<file path="src/hw/temp_limit_pkg.sv">
// constants, types and register map of the temperature limit bank
package temp_limit_pkg;
  // ---------------------------------------------------------------
  // command codes
  // ---------------------------------------------------------------
  localparam logic [7:0] CODE_HOT_WARN = 8'h51;
  localparam logic [7:0] CODE_COLD_WARN = 8'h52;
  localparam logic [7:0] CODE_COLD_FAULT = 8'h53;
  localparam logic [7:0] CODE_REACTION = 8'h54;
  // ---------------------------------------------------------------
  // reset values
  // ---------------------------------------------------------------
  localparam logic [15:0] HOT_WARN_RST = 16'h0000;
  localparam logic [15:0] COLD_WARN_RST = 16'h0000;
  localparam logic [15:0] COLD_FAULT_RST = 16'h0000;
  localparam logic [7:0] REACTION_RST = 8'h00;
  // ---------------------------------------------------------------
  // reaction fields
  // ---------------------------------------------------------------
  localparam int SEL_HI = 7;
  localparam int SEL_LO = 6;
  localparam int RETRY_HI = 5;
  localparam int RETRY_LO = 3;
  localparam int DELAY_HI = 2;
  localparam int DELAY_LO = 0;
  localparam logic [1:0] SEL_IGNORE = 2'h0;
  localparam logic [1:0] SEL_GRACE = 2'h1;
  localparam logic [1:0] SEL_DISABLE = 2'h2;
  localparam logic [1:0] SEL_LATCH = 2'h3;
  localparam logic [2:0] RETRY_NONE = 3'h0;
  localparam logic [2:0] RETRY_ENDLESS = 3'h7;
  // ---------------------------------------------------------------
  // types
  // ---------------------------------------------------------------
  typedef enum logic [1:0] {
    ST_RUN = 2'b00,
    ST_GRACE = 2'b01,
    ST_WAIT = 2'b10,
    ST_LATCH = 2'b11
  } react_e;
  typedef struct packed {
    logic hot_warn;
    logic cold_warn;
    logic cold_fault;
  } status_s;
endpackage

</file>
<file path="src/hw/retry_timer.sv">
// interval timer: 2^code units of a programmable cycle count
`timescale 1ns/100ps
module retry_timer (
  input wire logic clk_in,
  input wire logic rst_in,
  input wire logic start_in,
  input wire logic [2:0] code_in,
  input wire logic [15:0] unit_cycles_in,
  output logic done_out,
  output logic busy_out
);
  // ---------------------------------------------------------------
  // counters
  // ---------------------------------------------------------------
  logic [15:0] cyc_r;
  logic [7:0] units_r;
  logic [7:0] last_r;
  logic [15:0] unit_len;
  logic unit_end;
  logic all_end;

  assign unit_len = (unit_cycles_in == 16'h0000) ? 16'h0001 : unit_cycles_in;
  assign unit_end = busy_out && (cyc_r + 16'h0001 >= unit_len);
  assign all_end = unit_end && (units_r == last_r);
  assign done_out = all_end;

  always_ff @(posedge clk_in) begin
    if (rst_in || start_in) begin
      cyc_r <= 16'h0000;
      units_r <= 8'h00;
    end else if (unit_end) begin
      cyc_r <= 16'h0000;
      units_r <= units_r + 8'h01;
    end else if (busy_out) begin
      cyc_r <= cyc_r + 16'h0001;
    end
  end

  always_ff @(posedge clk_in) begin
    if (rst_in) begin
      busy_out <= 1'b0;
      last_r <= 8'h00;
    end else if (start_in) begin
      busy_out <= 1'b1;
      last_r <= 8'((9'h001 << code_in) - 9'h001);
    end else if (all_end) begin
      busy_out <= 1'b0;
    end
  end
endmodule

</file>
<file path="src/hw/temp_limit_bank.sv">
// temperature limit registers and cold fault reaction engine
`timescale 1ns/100ps
// Contract
// hot warning threshold, 16-bit linear, host read and write.
// cold warning threshold, 16-bit linear, host read and write.
// cold fault threshold, 16-bit linear, host read and write.
// reaction byte: selector 7:6, retries 5:3, delay 2:0.
// selector 00 keeps regulating through a cold fault.
// selector 01 runs for the delay, then follows retries if fault stays.
// selector 10 disables output at once, then follows retries.
// selector 11 disables output until the latched fault is cleared.
// status clear, clear-faults, reset or off-then-on clears a latch.
// retries 000 means no restart; output off until cleared.
// retries 001 gives one restart, then off until cleared.
// retries 010 gives two restarts, then off until cleared.
// restart spacing is delay count times the time unit.
// retries 011 to 110 give three to six restarts, then off.
// retries 111 restart forever until off command or other shutdown.
// delay codes 0 to 7 mean 1 to 128 units; unit set elsewhere.
// cold fault below fault limit; warnings beyond either warning limit.
// each warning or fault sets a sticky status bit until cleared.
module temp_limit_bank (
  input wire logic REF_CLK_IN,
  input wire logic RST_IN,
  input wire logic [7:0] CMD_CODE_IN,
  input wire logic CMD_WR_IN,
  input wire logic [15:0] CMD_WDATA_IN,
  output logic [15:0] CMD_RDATA_OUT,
  input wire logic CLEAR_FAULTS_IN,
  input wire temp_limit_pkg::status_s STATUS_CLR_IN,
  input wire logic OUTPUT_ON_IN,
  input wire logic OTHER_SHUTDOWN_IN,
  input wire logic [15:0] TEMP_IN,
  input wire logic [15:0] TIME_UNIT_IN,
  output temp_limit_pkg::status_s STATUS_OUT,
  output logic OUTPUT_ENABLE_OUT,
  output logic FAULT_LATCHED_OUT,
  output logic RETRYING_OUT
);
  // ---------------------------------------------------------------
  // linear format to fixed point
  // ---------------------------------------------------------------
  function automatic logic signed [47:0] lin_fix(input logic [15:0] v);
    logic signed [47:0] m;
    logic [4:0] sh;
    m = {{37{v[10]}}, v[10:0]};
    sh = {~v[15], v[14:11]};
    lin_fix = m <<< sh;
  endfunction

  // ---------------------------------------------------------------
  // registers
  // ---------------------------------------------------------------
  logic [15:0] hot_warn_r;
  logic [15:0] cold_warn_r;
  logic [15:0] cold_fault_r;
  logic [7:0] reaction_r;
  temp_limit_pkg::status_s status_r;
  temp_limit_pkg::react_e state_r;
  temp_limit_pkg::react_e state_nxt;
  logic [2:0] attempts_r;
  logic [2:0] attempts_nxt;
  logic on_d_r;
  logic en_r;
  logic tstart;

  wire wr_hot = CMD_WR_IN && CMD_CODE_IN == temp_limit_pkg::CODE_HOT_WARN;
  wire wr_cold = CMD_WR_IN && CMD_CODE_IN == temp_limit_pkg::CODE_COLD_WARN;
  wire wr_fault = CMD_WR_IN && CMD_CODE_IN == temp_limit_pkg::CODE_COLD_FAULT;
  wire wr_react = CMD_WR_IN && CMD_CODE_IN == temp_limit_pkg::CODE_REACTION;

  always_ff @(posedge REF_CLK_IN) begin
    if (RST_IN) begin
      hot_warn_r <= temp_limit_pkg::HOT_WARN_RST;
      cold_warn_r <= temp_limit_pkg::COLD_WARN_RST;
      cold_fault_r <= temp_limit_pkg::COLD_FAULT_RST;
      reaction_r <= temp_limit_pkg::REACTION_RST;
    end else begin
      if (wr_hot) hot_warn_r <= CMD_WDATA_IN;
      if (wr_cold) cold_warn_r <= CMD_WDATA_IN;
      if (wr_fault) cold_fault_r <= CMD_WDATA_IN;
      if (wr_react) reaction_r <= CMD_WDATA_IN[7:0];
    end
  end

  // ---------------------------------------------------------------
  // read back
  // ---------------------------------------------------------------
  wire [15:0] rd_mux =
    (CMD_CODE_IN == temp_limit_pkg::CODE_HOT_WARN) ? hot_warn_r :
    (CMD_CODE_IN == temp_limit_pkg::CODE_COLD_WARN) ? cold_warn_r :
    (CMD_CODE_IN == temp_limit_pkg::CODE_COLD_FAULT) ? cold_fault_r :
    (CMD_CODE_IN == temp_limit_pkg::CODE_REACTION) ? {8'h00, reaction_r} :
    16'h0000;

  always_ff @(posedge REF_CLK_IN) begin
    if (RST_IN) CMD_RDATA_OUT <= 16'h0000;
    else CMD_RDATA_OUT <= rd_mux;
  end

  // ---------------------------------------------------------------
  // detection and sticky status
  // ---------------------------------------------------------------
  wire signed [47:0] temp_fix = lin_fix(TEMP_IN);
  wire hot_now = temp_fix > lin_fix(hot_warn_r);
  wire cold_now = temp_fix < lin_fix(cold_warn_r);
  wire fault_now = temp_fix < lin_fix(cold_fault_r);
  wire [2:0] det = {hot_now, cold_now, fault_now};
  wire [2:0] clr = STATUS_CLR_IN | {3{CLEAR_FAULTS_IN}};
  wire [2:0] status_nxt = (status_r & ~clr) | det;

  always_ff @(posedge REF_CLK_IN) begin
    if (RST_IN) status_r <= '0;
    else status_r <= temp_limit_pkg::status_s'(status_nxt);
  end

  // ---------------------------------------------------------------
  // reaction fields and clear events
  // ---------------------------------------------------------------
  wire [1:0] sel = reaction_r[temp_limit_pkg::SEL_HI:temp_limit_pkg::SEL_LO];
  wire [2:0] retry = reaction_r[temp_limit_pkg::RETRY_HI:temp_limit_pkg::RETRY_LO];
  wire [2:0] delay = reaction_r[temp_limit_pkg::DELAY_HI:temp_limit_pkg::DELAY_LO];
  wire on_rise = OUTPUT_ON_IN && !on_d_r;
  wire clear_any = CLEAR_FAULTS_IN || STATUS_CLR_IN.cold_fault || on_rise;
  wire endless = retry == temp_limit_pkg::RETRY_ENDLESS;
  wire last_try = !endless && ({1'b0, attempts_r} + 4'h1 >= {1'b0, retry});
  wire off_to_latch = retry == temp_limit_pkg::RETRY_NONE;
  wire tdone;

  // ---------------------------------------------------------------
  // reaction state machine
  // ---------------------------------------------------------------
  always_comb begin
    state_nxt = state_r;
    attempts_nxt = attempts_r;
    tstart = 1'b0;
    case (state_r)
      temp_limit_pkg::ST_RUN: begin
        if (fault_now && OUTPUT_ON_IN && !OTHER_SHUTDOWN_IN) begin
          case (sel)
            temp_limit_pkg::SEL_IGNORE: state_nxt = temp_limit_pkg::ST_RUN;
            temp_limit_pkg::SEL_GRACE: begin
              state_nxt = temp_limit_pkg::ST_GRACE;
              tstart = 1'b1;
            end
            temp_limit_pkg::SEL_DISABLE: begin
              attempts_nxt = 3'h0;
              if (off_to_latch) begin
                state_nxt = temp_limit_pkg::ST_LATCH;
              end else begin
                state_nxt = temp_limit_pkg::ST_WAIT;
                tstart = 1'b1;
              end
            end
            default: state_nxt = temp_limit_pkg::ST_LATCH;
          endcase
        end
      end
      temp_limit_pkg::ST_GRACE: begin
        if (!OUTPUT_ON_IN) begin
          state_nxt = temp_limit_pkg::ST_RUN;
        end else if (tdone) begin
          attempts_nxt = 3'h0;
          if (!fault_now) begin
            state_nxt = temp_limit_pkg::ST_RUN;
          end else if (off_to_latch) begin
            state_nxt = temp_limit_pkg::ST_LATCH;
          end else begin
            state_nxt = temp_limit_pkg::ST_WAIT;
            tstart = 1'b1;
          end
        end
      end
      temp_limit_pkg::ST_WAIT: begin
        if (clear_any || !OUTPUT_ON_IN) begin
          state_nxt = temp_limit_pkg::ST_RUN;
        end else if (OTHER_SHUTDOWN_IN) begin
          state_nxt = temp_limit_pkg::ST_LATCH;
        end else if (tdone) begin
          if (!fault_now) begin
            state_nxt = temp_limit_pkg::ST_RUN;
          end else if (last_try) begin
            state_nxt = temp_limit_pkg::ST_LATCH;
          end else begin
            attempts_nxt = endless ? attempts_r : attempts_r + 3'h1;
            tstart = 1'b1;
          end
        end
      end
      temp_limit_pkg::ST_LATCH: begin
        if (clear_any) state_nxt = temp_limit_pkg::ST_RUN;
      end
      default: state_nxt = temp_limit_pkg::ST_RUN;
    endcase
  end

  wire on_state_nxt = state_nxt == temp_limit_pkg::ST_RUN ||
    state_nxt == temp_limit_pkg::ST_GRACE;

  always_ff @(posedge REF_CLK_IN) begin
    if (RST_IN) begin
      state_r <= temp_limit_pkg::ST_RUN;
      attempts_r <= 3'h0;
      on_d_r <= OUTPUT_ON_IN;
      en_r <= 1'b0;
    end else begin
      state_r <= state_nxt;
      attempts_r <= attempts_nxt;
      on_d_r <= OUTPUT_ON_IN;
      en_r <= on_state_nxt && OUTPUT_ON_IN && !OTHER_SHUTDOWN_IN;
    end
  end

  retry_timer u_timer (
    .clk_in(REF_CLK_IN),
    .rst_in(RST_IN),
    .start_in(tstart),
    .code_in(delay),
    .unit_cycles_in(TIME_UNIT_IN),
    .done_out(tdone),
    .busy_out()
  );

  assign STATUS_OUT = status_r;
  assign OUTPUT_ENABLE_OUT = en_r;
  assign FAULT_LATCHED_OUT = state_r == temp_limit_pkg::ST_LATCH;
  assign RETRYING_OUT = state_r == temp_limit_pkg::ST_WAIT;
endmodule

</file>
<file path="config.mk">
export PLATFORM = sky130hd
export DESIGN_NAME = temp_limit_bank
export DESIGN_NICKNAME = d
export VERILOG_FILES = /design/src/hw/temp_limit_pkg.sv /design/src/hw/retry_timer.sv /design/src/hw/temp_limit_bank.sv
export SDC_FILE = /design/constraint.sdc
export NUM_CORES = 1
export LEC_CHECK = 0
export ABC_AREA = 0
export BUFFER_PORTS_ARGS = -buffer_cell sky130_fd_sc_hd__buf_4
export CORE_ASPECT_RATIO = 0.8
export CORE_MARGIN = 1.5
export CORE_UTILIZATION = 55
export CTS_CLUSTER_SIZE = 20
export DETAILED_ROUTE_END_ITERATION = 6
export HOLD_SLACK_MARGIN = 0.08
export PLACE_DENSITY = 0.71
export SETUP_SLACK_MARGIN = 0.5
export SLEW_MARGIN = 20
export SYNTH_ARGS = -nofsm -noshare
export SYNTH_HDL_FRONTEND = slang
export SYNTH_SLANG_ARGS = --single-unit
</file>
<file path="constraint.sdc">
create_clock -name REF_CLK_IN -period 4.65 [get_ports REF_CLK_IN]
set_input_delay 0.6975 -clock REF_CLK_IN [delete_from_list [all_inputs] [get_ports REF_CLK_IN]]
set_output_delay 0.6975 -clock REF_CLK_IN [all_outputs]
set_load 0.03 [all_outputs]
</file>
======== After elaboration in Yosys (flattened, before gate mapping) ========
Cells that the tools add are included.
cells by class
  $add $sub $neg .......................... 5
  order comparisons ....................... 5
  eq/ne operators ......................... 22
  shift-type cells ........................ 5
  mux-type cells .......................... 43
  bitwise gates (word level) .............. 8
  reductions and logical operators ........ 30
operators with widths
  operator                 count
  $sshl A11 B5 Y48         4
  $lt A48 B48 Y1           2
  $mux W16                 4
  $gt A48 B48 Y1           1
  $eq A8 B7 Y1 const B     4
  $mux W3                  10
  $mux W2                  10
  $add A16 B1 Y16 const B  1
  $ge A16 B16 Y1           1
  $logic_not A16 Y1        1
  $ne A2 B2 Y1 const B     7
  $mux W1                  13
  $logic_and A1 B1 Y1      12
  $reduce_and A11 Y1       1
  $pmux W3 S3              1
  $add A8 B1 Y8 const B    1
  $eq A8 B8 Y1             1
  $mux W8                  1
  $pmux W2 S4              1
  $shl A1 B3 Y8 const A    1
  $sub A8 B1 Y8 const B    1
  $eq A2 B1 Y1 const B     3
  $eq A2 B2 Y1 const B     3
  $logic_not A2 Y1         3
  18 further kinds         31
storage, ports and cells
  register bits after elaboration ......... 115
  bits of input ports ..................... 65
  output and inout bits ................... 22

======== Depth between registers and ports, before layout ========
Gate-level depths: netlist of run 1.
  depth in word-level cells ............... 13
  depth in mapped cells ................... 19

======== Hierarchy ========
Synthesis of run 1 repeated with hierarchy kept, for this count alone.
unflattened totals
  cells, all modules ...................... 1661
  area, all modules ....................... 12054.1 µm²
by module, submodules not included
  module           times used  cells an instance  area an instance (µm²)  seq. area each (µm²)
  temp_limit_bank  1           1395               9894.5                  1641.6
  retry_timer      1           266                2159.6                  660.6

======== Worst setup path after synthesis of run 1 ========
Ideal clock, no wire load.
  path type ............................... input -> register
  start point ............................. in TEMP_IN[11]
  end point ............................... reg en_r (netlist: OUTPUT_ENABLE_OUT)
  setup time .............................. 100 ps
  arrival ................................. 4176 ps
  data required time ...................... 4550 ps
  path slack .............................. 375 ps
  cell stages on the path ................. 17
  buffers on the path ..................... 2
  path through ............................ buf_4 -> clkbuf_1 -> mux2i_1 -> nand2_1 -> o21ai_0 -> a21oi_1 -> mux2_2 -> o21a_1 -> ha_1 -> nand4_1 -> nor3_1 -> nand3_1 -> or4_1 -> o221a_4 -> nand2_4 -> o31ai_4 -> a2111oi_4
on the way
  cells in the longest elaborated chain, start to end .. 11
ends and longest elaborated chain
  element                                           line                                            source
  from (decl)                                       temp_limit_bank.sv:33                           input wire logic [15:0] TEMP_IN,
  $sshl A11 B5 Y48 *                                temp_limit_bank.sv:48                           lin_fix = m <<< sh;
  $lt A48 B48 Y1 *                                  temp_limit_bank.sv:107                          wire fault_now = temp_fix < lin_fix(cold_fault_r);
  $mux W2                                           temp_limit_bank.sv:180                          if (!fault_now) begin
  $mux W2                                           temp_limit_bank.sv:179                          end else if (tdone) begin
  $mux W2                                           temp_limit_bank.sv:177                          end else if (OTHER_SHUTDOWN_IN) begin
  $mux W2                                           temp_limit_bank.sv:175                          if (clear_any || !OUTPUT_ON_IN) begin
  $pmux W2 S4 *                                     temp_limit_bank.sv:137                          case (state_r)
  $eq A2 B1 Y1 or $logic_not A2 Y1 (tied branches)  temp_limit_bank.sv:198, temp_limit_bank.sv:197
  $logic_or A1 B1 Y1 *                              temp_limit_bank.sv:197                          wire on_state_nxt = state_nxt == temp_limit_pkg::ST_RUN ||
  $logic_and A1 B1 Y1 * (2 in a row)                temp_limit_bank.sv:210                          en_r <= on_state_nxt && OUTPUT_ON_IN && !OTHER_SHUTDOWN_IN;
  to (signal assigned)                              temp_limit_bank.sv:210
  to (decl)                                         temp_limit_bank.sv:64                           logic en_r;
Every way passes the cells marked *; elsewhere a longest branch is shown, timed or not.
A chain may end at the register's enable or synchronous reset.

======== Worst setup path in the final report of run 1 ========
  start point ............................. reg cold_fault_r[12]
  end point ............................... reg en_r (netlist: OUTPUT_ENABLE_OUT)
on the way
  cells in the longest elaborated chain, start to end .. 11
ends and longest elaborated chain
  element                                           line                                            source
  from (decl)                                       temp_limit_bank.sv:56                           logic [15:0] cold_fault_r;
  from (signal assigned)                            temp_limit_bank.sv:76                           cold_fault_r <= temp_limit_pkg::COLD_FAULT_RST;
  $sshl A11 B5 Y48 *                                temp_limit_bank.sv:48
  $lt A48 B48 Y1 *                                  temp_limit_bank.sv:107
  $mux W2                                           temp_limit_bank.sv:180
  $mux W2                                           temp_limit_bank.sv:179
  $mux W2                                           temp_limit_bank.sv:177
  $mux W2                                           temp_limit_bank.sv:175
  $pmux W2 S4 *                                     temp_limit_bank.sv:137
  $eq A2 B1 Y1 or $logic_not A2 Y1 (tied branches)  temp_limit_bank.sv:198, temp_limit_bank.sv:197
  $logic_or A1 B1 Y1 *                              temp_limit_bank.sv:197
  $logic_and A1 B1 Y1 * (2 in a row)                temp_limit_bank.sv:210
Marks and branches as above.

==> results.toml, run 1 <==
[clocking]
clk_pin_slew_ns = 0.06
cts_made_buffers = 17
clock_insertion_delay_worst_skew_ns = 0.42
post_cts_hold_buffer_count = 0
h-tree-depth = 4
clockRootBuffer = "sky130_fd_sc_hd__clkbuf_16"
cts_num_sinks = 115
cts_tree = "done"
clock_path_buffers = 2

[die]
design.die.area_um2 = 22840
rows = 48
fp.coreArea_um2 = 21560
floorplan.initialDensity = 0.5597
die_w_um = 168.6
pin_count = 87
chip_height_um = 135.5

[route]
drt_iter0_markers = 1418
drc_errors = 0
vias_cell = 6.330
antenna_left = 0
routed_wirelength_um = 42130
route.vias.total = 12566
firstDrtPassIters = 6
wire_per_inst_um = 21.22

[synth]
synth.distinct_cells = 82
yosys_register_bits = 115
postSynthNetCount = 1833
multiplexer_share_of_the_synthesized_area = 0.1117
synth_seq_area_share = 0.1908
yosys-top-cells-area = "sky130_fd_sc_hd__dfxtp_1 (19%), sky130_fd_sc_hd__ha_1 (15%), sky130_fd_sc_hd__mux2i_1 (9.2%)"
syn_inst = 1619
synth_area_leader_cell = "sky130_fd_sc_hd__dfxtp_1"
synth_top_area_share = 0.1908
synth-main-ff-cell = "sky130_fd_sc_hd__dfxtp_1"
synth_area_um2 = 12070
synth_top_family_by_area = "compound AO/OA/AOI/OAI gates"
synth_xor_area_frac = 0.03194
post_synth_and_or_nand_nor_area_fraction = 0.2306
ys_async_sr_fraction = 0
synth.top_cells.by_count = "sky130_fd_sc_hd__nand2_1 (225), sky130_fd_sc_hd__nor2_1 (158), sky130_fd_sc_hd__ha_1 (149)"
synth_compound_area_frac = 0.2316
synth_enable_flop_cells = 0
post_synth_fa_ha_maj_area_fraction = 0.1545
synth_area_per_cell_um2 = 7.453
post-synth-top-count-cell = "sky130_fd_sc_hd__nand2_1"
ys_warn_count = 0

[global_route]
grt_start_max_net_pins = 79
antenna_found_initial = 0
grt_pass1_vias = 10986
globalRoute.totalOverflow = 0
overall_track_demand_over_capacity_in_global_routing = 0.3674
global_route_wire_length_before_repair_um = 64270

[critical_path]
rr_worst_depth = 16
r2r_end = "OUTPUT_ENABLE_OUT$_SDFF_PP0_"
worst-path-max-fanout = 9
required_ns = 4.97
worst_setup_path_start_kind = "flip-flop"
crit_path_end_kind = "flip-flop"
worst_ep_arrival_time_ns = 4.32
setup.worst_path.class = "flip-flop to flip-flop"
r2r_slack_ns = 0.66
crit-reg2reg-launch = "cold_fault_r[12]$_SDFFE_PP0P_"

[timing]
fin_skew_ns = 0.01101
drv_slew = 0
slew-limit-headroom = 0.3919
max_clock_freq_ghz = 0.2504
finalSetupTns_ns = 0
timing_hold_violations_final = 0
tightestPinTransition_ns = 0.9122
rsz0062_at_grt = "yes"
setup_violations = 0
timing.hold.ws_ns = 0.4477
period_needed_ns = 3.994
part_of_the_cycle_the_worst_path_needs = 0.8588

[place]
detailed_place_hpwl_um = 33830
placed_cells_incl_taps = 1948
gp_congestion = 1.088
portBuffers = 86

[cells_and_area]
post_route_cells_drive_above_1_share = 0.1532
nets = 1911
area_growth_pct = 15.17
finalNonFillerCells = 1985
antenna_cells = 0

[worst_hold_path]
min_delay_worst_endpoint = "on_d_r$_DFF_P_"
hold_crit_start = "OUTPUT_ON_IN"
worst_hold_path.num_cells = 1
hold_path_class = "primary input to flip-flop"

[pwr]
overall_power_of_the_completed_layout_mw = 2.915
power_density_nw_per_um2 = 209.8
vdd_drop_max_uv = 198.8
power_leakage_nw = 5.728

[run_status]
status = "finished, final reports clean"

[job]
max_cap_violations = 0
==> power by group <==
group / internal [mW] / switching, mW / total (mW)
logic: 0.256 / 0.372 / 0.628
registers: 0.988 / 0.00364 / 0.992
clock network: 0.717 / 0.579 / 1.30
==> how the worst max path moves through the flow <==
stage                     slack (ns)                           from                        endpoint
after floorplan                 0.51                    TEMP_IN[11]    OUTPUT_ENABLE_OUT$_SDFF_PP0_
after global placement          0.18                    TEMP_IN[11]  u_timer.last_r[1]$_SDFFE_PP0P_
after detailed placement        0.07                    TEMP_IN[11]  u_timer.last_r[1]$_SDFFE_PP0P_
after CTS                       0.51                    TEMP_IN[11]    OUTPUT_ENABLE_OUT$_SDFF_PP0_
after global routing            0.49  u_timer.cyc_r[5]$_SDFFE_PP0P_  u_timer.last_r[3]$_SDFFE_PP0P_
final                           0.66  cold_fault_r[12]$_SDFFE_PP0P_    OUTPUT_ENABLE_OUT$_SDFF_PP0_
==> layout make-up <==
cell class,instances,area (um^2)
Multi-Input combinational cell,1356,9254
Fill cell,1920,7664
Sequential cell,115,2311
Timing Repair Buffer,160,1230
Clock buffer,17,425.4
Tap cell,275,344.1
Inverter,47,176.4
Clock inverter,15,156.4
==> state kept, by name (all words and copies together) (netlist names) <==
| register | flops |
|---|---|
| state_r | 2 |
| attempts_r | 3 |
| STATUS_OUT | 3 |
| on_d_r | 1 |
| u_timer.units_r | 8 |
| OUTPUT_ENABLE_OUT | 1 |
| hot_warn_r | 16 |
| reaction_r | 8 |
| u_timer.last_r | 8 |
| u_timer.cyc_r | 16 |
| CMD_RDATA_OUT | 16 |
| u_timer.busy_out | 1 |
| cold_warn_r | 16 |
| cold_fault_r | 16 |
==> per-stage QoR <==
step | util | instance area (um^2) | setup WS, ns
floorplan | - | 12070 | 0.5109
global placement | 0.6104 | 13160 | 0.1821
detailed placement | 0.6104 | 13160 | 0.07119
CTS | 0.6397 | 13790 | 0.5095
global route | 0.6446 | 13900 | 0.4937
finish | 0.6446 | 13900 | 0.6564
==> cells by family after synthesis <==
group / Yosys count
adders and majority gates: 149
xor gates and xnor gates: 44
and+or+nand+nor: 605
AOI/OAI and AO/OA: 428
muxes: 130
DFF: 115
buffers and inverters: 148
==> layer usage <==
metal,share of wire,track usage,up-vias
li1,-,-,6046
met1,0.48,0.5810,5833
met2,0.40,0.5166,632
met3,0.10,0.05317,55
met4,0.014,0.07242,0
met5,0,0,-
==> worst max-delay path, stage by stage, from the launching register on <==
cell and delay [ns]:
sky130_fd_sc_hd__dfxtp_4 0.38, sky130_fd_sc_hd__buf_4 0.17, sky130_fd_sc_hd__mux2i_1 0.15, sky130_fd_sc_hd__mux2i_1 0.25
sky130_fd_sc_hd__nor2_1 0.08, sky130_fd_sc_hd__a21o_1 0.19, sky130_fd_sc_hd__a21oi_1 0.27, sky130_fd_sc_hd__a22oi_1 0.17
sky130_fd_sc_hd__ha_1 0.31, sky130_fd_sc_hd__nand4_1 0.13, sky130_fd_sc_hd__nor2_1 0.17, sky130_fd_sc_hd__nand3_1 0.17
sky130_fd_sc_hd__or4_1 0.57, sky130_fd_sc_hd__o221a_4 0.27, sky130_fd_sc_hd__nand2_4 0.17, sky130_fd_sc_hd__o31ai_4 0.11
sky130_fd_sc_hd__a2111oi_4 0.33
==> layout by cell type (no fill, tap or decap), types with 10 or more instances in the layout <==
cell | Yosys | routed
sky130_fd_sc_hd__mux2_2 | 17 | 17
sky130_fd_sc_hd__dfxtp_1 | 115 | 110
sky130_fd_sc_hd__and2_1 | 17 | 17
sky130_fd_sc_hd__buf_4 | 1 | 157
sky130_fd_sc_hd__mux2i_1 | 111 | 109
sky130_fd_sc_hd__nand2b_1 | 25 | 25
sky130_fd_sc_hd__o211ai_1 | 17 | 17
sky130_fd_sc_hd__xor2_1 | 31 | 31
sky130_fd_sc_hd__nor2b_1 | 19 | 19
sky130_fd_sc_hd__ha_1 | 149 | 149
sky130_fd_sc_hd__a22oi_1 | 31 | 31
sky130_fd_sc_hd__a211oi_1 | 15 | 14
sky130_fd_sc_hd__nor3_1 | 35 | 33
sky130_fd_sc_hd__nand4_1 | 31 | 31
sky130_fd_sc_hd__clkbuf_16 | 0 | 17
sky130_fd_sc_hd__a21oi_1 | 134 | 131
sky130_fd_sc_hd__a21o_1 | 34 | 34
sky130_fd_sc_hd__and3_1 | 10 | 10
sky130_fd_sc_hd__xnor2_1 | 13 | 13
sky130_fd_sc_hd__o21ai_0 | 90 | 78
sky130_fd_sc_hd__nand2_1 | 225 | 225
sky130_fd_sc_hd__inv_1 | 41 | 41
sky130_fd_sc_hd__nor2_1 | 158 | 156
sky130_fd_sc_hd__a21boi_0 | 10 | 10
sky130_fd_sc_hd__o21ai_1 | 2 | 11
sky130_fd_sc_hd__o21a_1 | 14 | 14
sky130_fd_sc_hd__nand3_1 | 43 | 43
==> timing repair <==
| action | in CTS | in global routing |
|---|---|---|
| resized for setup | 7 | 32 |
| buffers inserted | 2 | 3 |
| pin swaps | 1 | 9 |
| setup endpoints to repair | 27 | 39 |
(Power assumes the default switching activity.)
==> run 2: changes to the inputs <==
--- a/config.mk
+++ b/config.mk
@@ -7,13 +7,13 @@
 export LEC_CHECK = 0
 export ABC_AREA = 0
 export BUFFER_PORTS_ARGS = -buffer_cell sky130_fd_sc_hd__buf_4
-export CORE_ASPECT_RATIO = 0.8
 export CORE_MARGIN = 1.5
 export CORE_UTILIZATION = 55
 export CTS_CLUSTER_SIZE = 20
 export DETAILED_ROUTE_END_ITERATION = 6
 export HOLD_SLACK_MARGIN = 0.08
 export PLACE_DENSITY = 0.71
+export RECOVER_POWER = 100
 export SETUP_SLACK_MARGIN = 0.5
 export SLEW_MARGIN = 20
 export SYNTH_ARGS = -nofsm -noshare
==> run 2 against run 1 <==
Against the previous run: critical path depth did not move; sequential share of layout area rose by 0.23 points; cell area fell by 1.4%; clock power barely moved; routed wire length fell by 6.0%.
==> results.toml, run 2 (same netlist as run 1, synthesis figures left out) <==
[cells_and_area]
regArea_um2 = 2310
area_growth_pct = 13.53
fillers = 2013
fin_area_um2 = 13700
multi_input_comb_area_um2 = 9221
most-common-layout-cells = "sky130_fd_sc_hd__nand2_1 (225), sky130_fd_sc_hd__nor2_1 (156), sky130_fd_sc_hd__ha_1 (149)"
final_core_utilization = 0.6316
antenna_cells = 0
post_route_cells_drive_above_1_share = 0.1304
nets = 1904
final_common_cell = "sky130_fd_sc_hd__nand2_1"

[route]
met3WireLength_um = 3537
detail_route.wirelength.met1_um = 16560
route.vias.total = 12475
routed-wl-met2_um = 17910
maxUsedRoutingLayer = "met4"
wire_per_inst_um = 19.96
vias_cell = 6.291
firstDrtPassIters = 6
drc_errors = 0
antenna_left = 0
routed_wirelength_um = 39590
drt_iter0_markers = 1263

[critical_path]
critPathLaunch = "TEMP_IN[11]"
required_ns = 4.99
setup.worst_path.class = "primary input to flip-flop"
crit_path_end_kind = "flip-flop"
worst_ep_arrival_time_ns = 4.49
worst_setup_path_start_kind = "primary input"
crit-reg2reg-launch = "cold_warn_r[9]$_SDFFE_PP0P_"
worst-path-max-fanout = 13

[pwr]
power_density_nw_per_um2 = 213.0
share_seq_of_total_power = 0.340
pwr-share-clk = 0.452
power.switching_fraction = 0.3135
power_leakage_nw = 5.560
power.net_switching_mw = 0.9147
vdd_drop_max_uv = 172.0
intPower_mw = 2.003
overall_power_of_the_completed_layout_mw = 2.918
power_frac_comb = 0.208

[die]
rows = 54
fp.coreArea_um2 = 21690
floorplan.initialDensity = 0.5564
pin_count = 87
design.die.area_um2 = 22840
chip_height_um = 151.1
die_w_um = 151.1

[worst_hold_path]
hold_path_class = "flip-flop to flip-flop"
hold_crit_start = "STATUS_OUT[0]$_SDFF_PP0_"

[timing]
max_clock_freq_ghz = 0.2412
postLayoutSetupSlackWorst_ns = 0.5040
fin_skew_ns = 0.01452
part_of_the_cycle_the_worst_path_needs = 0.8916
slew-limit-headroom = 0.02074
finalSetupTns_ns = 0
period_needed_ns = 4.146
setup_violations = 0
rsz0062_at_grt = "yes"
tightestPinTransition_ns = 1.448
drv_slew = 0
timing_hold_violations_final = 0

[place]
post_placement_cell_area_um2 = 13140
portBuffers = 86
place_ws_ns = 0.1478
detailed_place_hpwl_um = 31420
gp_congestion = 1.059

[clocking]
cts_made_buffers = 17
clock_path_buffers = 2
cts_num_sinks = 115
clockRootBuffer = "sky130_fd_sc_hd__clkbuf_16"
clock_insertion_delay_worst_skew_ns = 0.42
post_cts_hold_buffer_count = 0
clk_pin_slew_ns = 0.06
cts_tree = "done"
h-tree-depth = 4

[global_route]
globalRoute.totalOverflow = 0
overall_track_demand_over_capacity_in_global_routing = 0.3412
antenna_found_initial = 0
grt_pass1_vias = 11088
global_route_wire_length_before_repair_um = 59330
grt_start_max_net_pins = 79

[job]
max_cap_violations = 0

[run_status]
status = "finished, final reports clean"
## run 2: cell count changes in the layout (fill, tap and decap cells not counted), sizes merged
cell and delta:
inv +1, bufinv +1, clkinv -2, clkbuf +27, buf -34
## run 2: what timing repair did
item / 4_1_cts / 5_1_grt
cloned: 0 / 0
pin swaps: 0 / 3
setup endpoints to repair: 20 / 40
buffers inserted: 0 / 2
gates resized for setup: 4 / 20
## run 2: area by class of cell
class                      count  share of cell area
tap                          280             0.02557
inverter                      47             0.01288
clock inverter                15             0.01169
multi-input combinational   1356              0.6731
clock buffer                  17             0.03105
sequential                   115              0.1686
timing repair buffer         153             0.07708
## run 2: worst max-delay path, cell delays in order
cell and delay, ns:
sky130_fd_sc_hd__buf_4 0.17, sky130_fd_sc_hd__mux2_1 0.36, sky130_fd_sc_hd__o21ai_0 0.25, sky130_fd_sc_hd__a21oi_1 0.14, sky130_fd_sc_hd__mux2_2 0.29, sky130_fd_sc_hd__o21a_1 0.22
sky130_fd_sc_hd__ha_1 0.31, sky130_fd_sc_hd__nand4_1 0.10, sky130_fd_sc_hd__nor3_1 0.34, sky130_fd_sc_hd__nand3_1 0.16, sky130_fd_sc_hd__or4_1 0.56, sky130_fd_sc_hd__o221a_4 0.29
sky130_fd_sc_hd__o211ai_4 0.20, sky130_fd_sc_hd__buf_4 0.21, sky130_fd_sc_hd__nand2_1 0.05, sky130_fd_sc_hd__a21oi_1 0.12
## run 2: final timing paths
| kind | endpoint | slack [ns] | depth (start not counted) |
|---|---|---|---|
| hold / removal | STATUS_OUT[0]$_SDFF_PP0_ | 0.45 | 2 |
| setup / recovery | u_timer.last_r[6]$_SDFFE_PP0P_ | 0.50 | 16 |
| setup reg to reg | STATUS_OUT[1]$_SDFF_PP0_ | 0.61 | 14 |
| hold reg to reg | STATUS_OUT[0]$_SDFF_PP0_ | 0.45 | 2 |
## run 2: power groups by stage
| stage | Sequential [mW] | Clock (mW) | Combinational [mW] |
|---|---|---|---|
| 5_1_grt | 0.992 | 1.37 | 0.662 |
| 4_1_cts | 0.992 | 1.33 | 0.588 |
| 3_5_place_dp | 1.01 | 0 | 0.585 |
| 2_1_floorplan | 1.02 | 0 | 0.349 |
| 3_3_place_gp | 1.01 | 0 | 0.575 |
| 6_report | 0.992 | 1.32 | 0.608 |
## run 2: stage by stage
stage / hold WS [ns] / instances
floorplan: 0.4433 / 1619
global placement: 0.4481 / 1949
detailed placement: 0.4507 / 1949
CTS: 0.4406 / 1981
global route: 0.4856 / 1983
finish: 0.4550 / 1983
## run 2: metal layers
layer  up-vias  GRT usage
li1       6012          -
met1      5814     0.4437
met2       546     0.5530
met3       103    0.06386
met4         0     0.1413
met5         -          0
